### config.mk
export PLATFORM = sky130hd
export DESIGN_NAME = qlwc_cmd
export DESIGN_NICKNAME = d
export VERILOG_FILES = /design/src/qlwc_pkg.sv /design/src/qlwc_cmd.sv
export SDC_FILE = /design/constraint.sdc
export NUM_CORES = 1
export LEC_CHECK = 0
export ABC_AREA = 0
export CAP_MARGIN = 5
export CORE_MARGIN = 10
export CORE_UTILIZATION = 59
export CTS_BUF_LIST = sky130_fd_sc_hd__clkbuf_4
export CTS_CLUSTER_DIAMETER = 120
export DETAILED_ROUTE_END_ITERATION = 7
export DONT_BUFFER_PORTS = 1
export GPL_TIMING_DRIVEN = 0
export PLACE_DENSITY = 0.84
export SETUP_SLACK_MARGIN = 0.3
export SLEW_MARGIN = 10
export SYNTH_ARGS = -nofsm -noshare
export SYNTH_HDL_FRONTEND = slang
export SYNTH_SLANG_ARGS = --single-unit
export TNS_END_PERCENT = 20
### constraint.sdc
create_clock -name clk_sys -period 2.4 [get_ports clk_sys]
set_clock_uncertainty 0.15 [all_clocks]
set_input_delay 0.48 -clock clk_sys [delete_from_list [all_inputs] [get_ports clk_sys]]
set_output_delay 0.48 -clock clk_sys [all_outputs]
set_load 0.01 [all_outputs]
### src/qlwc_pkg.sv
package qlwc_pkg;

   // Opcode and subcommand codes
   localparam logic [7:0] QLWC_OPC_SEND   = 8'h64;
   localparam logic [4:0] QLWC_SUB_LOGWR  = 5'h02;
   localparam int         QLWC_SUB_LSB    = 0;
   localparam int         QLWC_TAG_LSB    = 3;
   localparam int         QLWC_DEV_LBA    = 6;
   localparam int         QLWC_DEV_ZERO   = 4;

   // Error register bit positions
   localparam int QLWC_ERR_CRC = 7;
   localparam int QLWC_ERR_UNC = 6;
   localparam int QLWC_ERR_IDN = 4;
   localparam int QLWC_ERR_ABT = 2;
   localparam logic [7:0] QLWC_ERR_MASK = 8'hd4;

   // Status register bit positions
   localparam int QLWC_ST_RDY = 6;
   localparam int QLWC_ST_ERR = 0;
   localparam logic [7:0] QLWC_ST_MASK = 8'h41;

   // Reset values
   localparam logic [7:0]  QLWC_ERR_RST  = 8'h00;
   localparam logic [7:0]  QLWC_ST_RST   = 8'h00;
   localparam logic [31:0] QLWC_ACT_RST  = 32'h0000_0000;

   // Taskfile as written by the host
   typedef struct packed {
      logic [7:0] feat_cur;
      logic [7:0] feat_prev;
      logic [7:0] count_cur;
      logic [7:0] lba_lo_cur;
      logic [7:0] lba_lo_prev;
      logic [7:0] lba_mid_cur;
      logic [7:0] lba_mid_prev;
      logic [7:0] lba_hi_cur;
      logic [7:0] lba_hi_prev;
      logic [7:0] dev_head;
      logic [7:0] command;
   } qlwc_tf_s;

   // Decoded log-write request
   typedef struct packed {
      logic [4:0]  tag;
      logic [15:0] count;
      logic [47:0] addr;
   } qlwc_req_s;

   // Completion report from the log engine
   typedef struct packed {
      logic [4:0] tag;
      logic       crc;
      logic       unc;
      logic       idn;
      logic       abt;
   } qlwc_done_s;

   // Frame kinds sent to the host
   typedef enum logic [1:0] {
      QLWC_FR_SDB = 2'h1,
      QLWC_FR_D2H = 2'h2
   } qlwc_frame_e;

   typedef enum logic [2:0] {
      QLWC_ST_IDLE = 3'b001,
      QLWC_ST_SDB  = 3'b010,
      QLWC_ST_D2H  = 3'b100
   } qlwc_state_e;

endpackage : qlwc_pkg

### src/qlwc_cmd.sv
`timescale 1ns/1ps
`default_nettype none
module qlwc_cmd
   import qlwc_pkg::*;
(
   // Clock and reset
   input  wire logic        clk_sys,
   input  wire logic        arst_n,
   // Host taskfile
   input  wire logic        tf_valid,
   input  var  qlwc_tf_s    tf,
   output logic             tf_ready,
   // Decoded request to log engine
   output logic             req_valid,
   output qlwc_req_s        req,
   // Completion from log engine
   input  wire logic        done_valid,
   input  var  qlwc_done_s  done,
   // Frame to host
   output logic             fr_valid,
   output qlwc_frame_e      fr_kind,
   output logic [31:0]      fr_act,
   output logic [4:0]       fr_tag,
   input  wire logic        fr_ready,
   // Register views
   output logic [7:0]       command_error_flags,
   output logic [7:0]       command_status_flags
);

   qlwc_state_e state_reg, state_next;
   logic [31:0] act_reg, act_next;
   logic [4:0]  tag_reg;
   logic [7:0]  err_reg, err_next;
   logic [7:0]  st_reg, st_next;
   logic        req_valid_reg;
   qlwc_req_s   req_reg;
   logic        fr_valid_reg;
   qlwc_frame_e fr_kind_reg;
   logic [31:0] fr_act_reg;
   logic [4:0]  fr_tag_reg;

   // Decode
   wire logic       is_send;
   wire logic [4:0] sub_code;
   wire logic       is_logwr;
   wire logic       dev_ok;
   wire logic       accept;
   wire logic       reject;
   wire logic [4:0] tf_tag;
   wire logic       done_err;
   wire logic [31:0] done_bit;
   wire logic       idle;
   wire logic       fr_take;

   assign is_send  = (tf.command == QLWC_OPC_SEND);
   assign sub_code = tf.feat_cur[QLWC_SUB_LSB +: 5];
   assign is_logwr = (sub_code == QLWC_SUB_LOGWR);
   assign dev_ok   = tf.dev_head[QLWC_DEV_LBA] & ~tf.dev_head[QLWC_DEV_ZERO];
   assign tf_tag   = tf.count_cur[QLWC_TAG_LSB +: 5];
   assign idle     = (state_reg == QLWC_ST_IDLE);
   assign tf_ready = idle;
   assign accept   = tf_valid & idle & is_send & is_logwr & dev_ok;
   // reserved subcommand or bad device byte aborts
   assign reject   = tf_valid & idle & ~(is_send & is_logwr & dev_ok);
   assign done_err = done.crc | done.unc | done.idn | done.abt;
   assign done_bit = 32'h0000_0001 << done.tag;
   assign fr_take  = fr_valid_reg & fr_ready;

   // accumulate completed tags; new completion beats clear
   always_comb begin
      act_next = act_reg;
      // Clear only the tags already reported
      if (state_reg == QLWC_ST_SDB && fr_take) begin
         act_next = act_reg & ~fr_act_reg;
      end
      if (done_valid && !done_err) begin
         act_next = act_next | done_bit;
      end
   end

   // only CRC, UNC, IDN, ABT may be set
   always_comb begin
      err_next = err_reg;
      st_next  = st_reg;
      if (reject) begin
         err_next = 8'h00;
         err_next[QLWC_ERR_ABT] = 1'b1;
      end else if (done_valid && done_err) begin
         err_next = 8'h00;
         err_next[QLWC_ERR_CRC] = done.crc;
         err_next[QLWC_ERR_UNC] = done.unc;
         err_next[QLWC_ERR_IDN] = done.idn;
         err_next[QLWC_ERR_ABT] = done.abt;
      end else if (done_valid || accept) begin
         err_next = 8'h00;
      end
      // status with RDY and ERR only
      st_next[QLWC_ST_RDY] = 1'b1;
      st_next[QLWC_ST_ERR] = (err_next != 8'h00);
      st_next = st_next & QLWC_ST_MASK;
      err_next = err_next & QLWC_ERR_MASK;
   end

   always_comb begin
      state_next = state_reg;
      case (state_reg)
         QLWC_ST_IDLE: begin
            // error before acknowledge goes as D2H
            if (reject || (done_valid && done_err)) begin
               state_next = QLWC_ST_D2H;
            end else if (act_next != QLWC_ACT_RST) begin
               state_next = QLWC_ST_SDB;
            end
         end
         QLWC_ST_SDB: begin
            if (fr_take) begin
               state_next = QLWC_ST_IDLE;
            end
         end
         QLWC_ST_D2H: begin
            if (fr_take) begin
               state_next = QLWC_ST_IDLE;
            end
         end
         default: state_next = QLWC_ST_IDLE;
      endcase
   end

   always_ff @(posedge clk_sys or negedge arst_n) begin
      if (!arst_n) begin
         state_reg <= QLWC_ST_IDLE;
         act_reg   <= QLWC_ACT_RST;
         err_reg   <= QLWC_ERR_RST;
         st_reg    <= QLWC_ST_RST;
         tag_reg   <= 5'h00;
      end else begin
         state_reg <= state_next;
         act_reg   <= act_next;
         err_reg   <= err_next;
         st_reg    <= st_next;
         if (reject) begin
            tag_reg <= tf_tag;
         end else if (done_valid && done_err && idle) begin
            tag_reg <= done.tag;
         end
      end
   end

   // Request register
   always_ff @(posedge clk_sys or negedge arst_n) begin
      if (!arst_n) begin
         req_valid_reg <= 1'b0;
         req_reg       <= '0;
      end else begin
         req_valid_reg <= accept;
         if (accept) begin
            req_reg.tag   <= tf_tag;
            req_reg.count <= {tf.feat_prev, tf.feat_cur};
            req_reg.addr  <= {tf.lba_hi_prev, tf.lba_mid_prev, tf.lba_lo_prev,
                              tf.lba_hi_cur, tf.lba_mid_cur, tf.lba_lo_cur};
         end
      end
   end

   // Frame output register
   always_ff @(posedge clk_sys or negedge arst_n) begin
      if (!arst_n) begin
         fr_valid_reg <= 1'b0;
         fr_kind_reg  <= QLWC_FR_SDB;
         fr_act_reg   <= QLWC_ACT_RST;
         fr_tag_reg   <= 5'h00;
      end else if (fr_take) begin
         fr_valid_reg <= 1'b0;
      end else if (!fr_valid_reg && state_reg == QLWC_ST_SDB) begin
         fr_valid_reg <= 1'b1;
         fr_kind_reg  <= QLWC_FR_SDB;
         fr_act_reg   <= act_reg;
      end else if (!fr_valid_reg && state_reg == QLWC_ST_D2H) begin
         fr_valid_reg <= 1'b1;
         fr_kind_reg  <= QLWC_FR_D2H;
         fr_tag_reg   <= tag_reg;
      end
   end

   assign req_valid            = req_valid_reg;
   assign req                  = req_reg;
   assign fr_valid             = fr_valid_reg;
   assign fr_kind              = fr_kind_reg;
   assign fr_act               = fr_act_reg;
   assign fr_tag               = fr_tag_reg;
   assign command_error_flags  = err_reg;
   assign command_status_flags = st_reg;

   // Assertions
   // accepted command yields request
   a_accept_to_req: assert property (@(posedge clk_sys) disable iff (!arst_n)
      accept |=> req_valid)
      else $error("accepted command gave no request");
   a_reserved_abort: assert property (@(posedge clk_sys) disable iff (!arst_n)
      reject |=> command_error_flags[QLWC_ERR_ABT] && command_status_flags[QLWC_ST_ERR])
      else $error("reserved subcommand not aborted");
   a_no_req_resv: assert property (@(posedge clk_sys) disable iff (!arst_n)
      (tf_valid && tf_ready && !is_logwr) |=> !req_valid)
      else $error("request for reserved subcommand");
   a_busy_refused: assert property (@(posedge clk_sys) disable iff (!arst_n)
      (tf_valid && !tf_ready) |=> !req_valid)
      else $error("request while busy");
   a_err_zero_bits: assert property (@(posedge clk_sys) disable iff (!arst_n)
      (command_error_flags & ~QLWC_ERR_MASK) == 8'h00)
      else $error("reserved error bit set");
   a_err_from_done: assert property (@(posedge clk_sys) disable iff (!arst_n)
      (done_valid && done_err && !reject)
      |=> command_error_flags
          == $past({done.crc, done.unc, 1'b0, done.idn, 1'b0, done.abt, 2'b00}))
      else $error("error flags do not follow completion");
   a_status_zero: assert property (@(posedge clk_sys) disable iff (!arst_n)
      (command_status_flags & ~QLWC_ST_MASK) == 8'h00)
      else $error("BSY DF or DRQ set");
   a_status_err: assert property (@(posedge clk_sys) disable iff (!arst_n)
      command_status_flags[QLWC_ST_ERR] == (command_error_flags != 8'h00))
      else $error("ERR status disagrees with error flags");
   a_status_rdy: assert property (@(posedge clk_sys) disable iff (!arst_n)
      $past(arst_n) |-> command_status_flags[QLWC_ST_RDY])
      else $error("RDY status low while running");
   a_req_fields: assert property (@(posedge clk_sys) disable iff (!arst_n)
      accept |=> req.count == $past({tf.feat_prev, tf.feat_cur})
                 && req.addr[31:24] == $past(tf.lba_lo_prev))
      else $error("request fields wrong");
   a_req_tag: assert property (@(posedge clk_sys) disable iff (!arst_n)
      accept |=> req.tag == $past(tf.count_cur[7:3]))
      else $error("tag wrong");
   // completed tag appears in SDB frame
   a_sdb_act: assert property (@(posedge clk_sys) disable iff (!arst_n)
      (fr_valid && fr_kind == QLWC_FR_SDB) |-> fr_act != QLWC_ACT_RST)
      else $error("empty SDB frame");
   a_sdb_after_done: assert property (@(posedge clk_sys) disable iff (!arst_n)
      (done_valid && !done_err && idle && !reject)
      |-> ##2 (fr_valid && fr_kind == QLWC_FR_SDB && fr_act[$past(done.tag, 2)]))
      else $error("completion missing from SDB frame");
   a_act_no_loss: assert property (@(posedge clk_sys) disable iff (!arst_n)
      (state_reg == QLWC_ST_SDB && fr_take)
      |=> ((act_reg & $past(act_reg & ~fr_act_reg)) == $past(act_reg & ~fr_act_reg)))
      else $error("completed tag dropped from ACT");
   a_frame_hold: assert property (@(posedge clk_sys) disable iff (!arst_n)
      (fr_valid && !fr_ready)
      |=> (fr_valid && $stable(fr_kind) && $stable(fr_act) && $stable(fr_tag)))
      else $error("frame changed before taken");
   a_err_d2h: assert property (@(posedge clk_sys) disable iff (!arst_n)
      (reject) |-> ##2 (fr_valid && fr_kind == QLWC_FR_D2H))
      else $error("error gave no D2H frame");
   a_d2h_after_err: assert property (@(posedge clk_sys) disable iff (!arst_n)
      (done_valid && done_err && idle && !reject)
      |-> ##2 (fr_valid && fr_kind == QLWC_FR_D2H && fr_tag == $past(done.tag, 2)))
      else $error("engine error gave no D2H frame");

   // Scenario covers
   c_accept: cover property (@(posedge clk_sys) disable iff (!arst_n) accept);
   c_reject: cover property (@(posedge clk_sys) disable iff (!arst_n) reject);
   c_sdb: cover property (@(posedge clk_sys) disable iff (!arst_n)
      fr_take && fr_kind == QLWC_FR_SDB);
   c_d2h: cover property (@(posedge clk_sys) disable iff (!arst_n)
      fr_take && fr_kind == QLWC_FR_D2H);
   c_act_merge: cover property (@(posedge clk_sys) disable iff (!arst_n)
      fr_take && done_valid && !done_err);

endmodule : qlwc_cmd
`default_nettype wire

==> impl_metrics.ini <==
[logic_synthesis]
netlist_area_mm2 = 0.00647
synth_top_area_cell = dfrtp_1
synth_cell_types = 51
syn-mean-instance-area_um2 = 10.3
ys_seq_area_frac = 0.603
synth-edff-count = 0
ys_ff_latch = 156
synth_top_area_frac = 0.595
async_flop_share = 1.00
synth_flop_cell = dfrtp_1
ys_top_cells_by_area = dfrtp_1 60%, nand2_1 13%, mux2_2 6.1%
yosysWarningCount = 0
synth_cells = 630

[sta]
finalSetupTns_ps = -756
slew_headroom = 0.345
holdWs_ps = -541
grt_setup_unrepaired = yes
setup_viol = 3
timing_hold_violations_final = 156
fmaxAchievable_mhz = 373
fin_crit_ps = 2680
worstMarginPinSlew_ps = 970
fin_ws_ps = -283
post-route-period-util = 1.12
slew_violations = 0

[drt]
viasPerCell = 6.18
initialDrtViolationCount = 628
wl_per_cell_um = 25.4
finalWirelength_um = 23300
dr.pass1.iters = 7
drc = 0
dr_total_vias = 5657
postRouteAntennaNets = 0

[global_routing]
grt_overflow = 0
first_global_vias = 5846
grt_use_met2 = 0.480
met1_usage = 0.275
use_met3 = 0.128
top_usage_layer = met2
antenna_found_initial = 2
grt.total_usage = 0.271
grt_pass1_wl_um = 33500
grt_max_degree = 157

[place]
finalWeightedCongestion = 0.874
dp_slack_ps = -458
io_buffers = 0
placedCellCount = 779
post-dp-hpwl_um = 13700

[clocking]
clk_latency_ps = 550
cts_buffer_depth = 2
clkTransAtPathRegs_ps = 140
cts-root-buf = clkbuf_4
clock_sinks = 156
cts_tree = yes
cts_htree_levels = 4
cts_buffers = 17

[worst_setup_path]
cp-end-kind = flop
crit_fanout = 10
critPathArrivalTime_ps = 3020
required_ps = 2740
reg2reg_depth = 10
worstSetupPathType = flop to flop
startpoint_type = flop

[cells_and_area]
final_nets = 864
largest_reg_flops = 69
final_cells = 916
syn_to_final_growth_pct = 33.9
drive_above_1_share = 0.235

[status]
violations = negative hold slack, negative setup slack
status = finished with violations

[die]
start_util = 0.600
rows = 38
ioPinCount = 229
dieArea_mm2 = 0.0156
die_h_um = 125
fp.dieW_um = 125
core_area_mm2 = 0.0108

[pwr]
p_clk_frac = 0.230
p_int_mw = 4.32
max-vdd-ir-drop_mv = 0.423
power_mw = 6.36
power_frac_seq = 0.532
switching_share = 0.321
power_switching_mw = 2.04
p_leak_nw = 4.25
pwr-share-comb = 0.238
powerDensity_mw_per_mm2 = 733

[min_path]
holdCritPathClass = input pin to async pin

[run]
maxCapViolCount = 0
[area by class of cell]
cell class	count	area, um^2
Antenna cell	2	5.00
Multi-Input combinational cell	435	2770
Sequential cell	156	3910
Clock buffer	19	143
Inverter	4	15.0
Buffer	44	546
Tap cell	140	175
Fill cell	577	2120
Timing Repair Buffer	104	1000
Clock inverter	12	101
[path summary, 6_finish.rpt]
kind	from	slack, ps	to
worst max-delay path	state_reg[2]	-280	state_reg[2]
worst min-delay path	arst_n	-540	act_reg[16]
worst max register to register	state_reg[2]	-280	state_reg[2]
worst min register to register	act_reg[12]	360	fr_act[12]
max in group asynchronous	arst_n	2350	fr_kind[0]
min in group clk_sys	done[2]	40	command_status_flags[0]
[repair_timing]
item | in CTS | in global routing
pin swaps | 12 | 29
hold buffers | 72 | 2
cloned | 1 | 4
resized for setup | 104 | 53
buffers inserted | 13 | 12
endpoints found under the hold margin | 232 | 158
setup endpoints to repair | 121 | 108
[power groups by stage]
stage               sequential, mW  clock, mW  combinational, mW
global placement              3.38          0              0.854
finish                        3.38       1.46               1.51
detailed placement            3.40          0              0.897
floorplan                     3.27          0              0.721
CTS                           3.37       1.44               1.27
global route                  3.42       1.56               1.61
[critical path, cell delays in order (launching register included)]
cell	delay (ps)
dfrtp_1	400
buf_6	130
or3b_4	360
buf_6	150
buf_12	150
o21ai_4	190
o2111ai_4	140
nor4_4	260
nand4_1	220
o31ai_4	320
a211o_1	160
[layout by cell type, fill, tap and decap left out, drive strengths merged, types with 6 or more instances in the layout]
| master | synthesis | routed |
|---|---|---|
| buf | 17 | 52 |
| clkinvlp | 0 | 6 |
| dfrtp | 154 | 154 |
| a22o | 12 | 12 |
| nand2 | 220 | 220 |
| nor4 | 8 | 8 |
| clkbuf | 27 | 41 |
| nand3 | 29 | 29 |
| conb | 2 | 11 |
| o21ai | 36 | 36 |
| dlygate4sd3 | 0 | 74 |
| nor2 | 10 | 10 |
| mux2 | 35 | 35 |
[metrics by stage]
stage / area (um^2) / utilization
5_1_grt: 8670 / 0.803
3_3_place_gp: 6790 / 0.629
6_report: 8670 / 0.803
4_1_cts: 8340 / 0.772
2_1_floorplan: 6620 / -
3_5_place_dp: 6790 / 0.629
[per-layer routing]
metal  vias to the layer above  wire (um)
met5                         -          0
met4                         0        692
met3                        71       2810
met2                       400      12200
met1                      2816       7620
li1                       2370          -
[synth_stat cells (2+ instances only)]
cell type and n:
nand2_1 220, dfrtp_1 154, o21ai_0 36, mux2_2 35, nand3_1 29, clkbuf_1 27, a22o_1 12, buf_4 10
nor2_1 10, nor4_1 8, buf_2 6, and2_1 5, mux2i_1 5, inv_1 4, nand2b_1 4, nor2b_1 4
o31ai_1 4, a21oi_1 3, a31oi_1 3, nand3b_1 3, nand4_1 3, nor4bb_1 3, or2_2 3, or4_1 3
or4b_2 3, a32o_1 2, conb_1 2, dfstp_2 2, nor3b_1 2, o2111ai_1 2, o22ai_1 2, or3_1 2
[kinds of logic after synthesis]
group                  after synthesis  share of synthesized area
flip-flops                         156                      0.603
AND/OR/NAND/NOR                    312                      0.218
other                                2                    0.00116
AO/OA/AOI/OAI                       71                     0.0719
XOR/XNOR                             1                    0.00135
buffers and inverters               48                     0.0359
multiplexers                        40                     0.0686
Power figures use the tool's default switching activity.
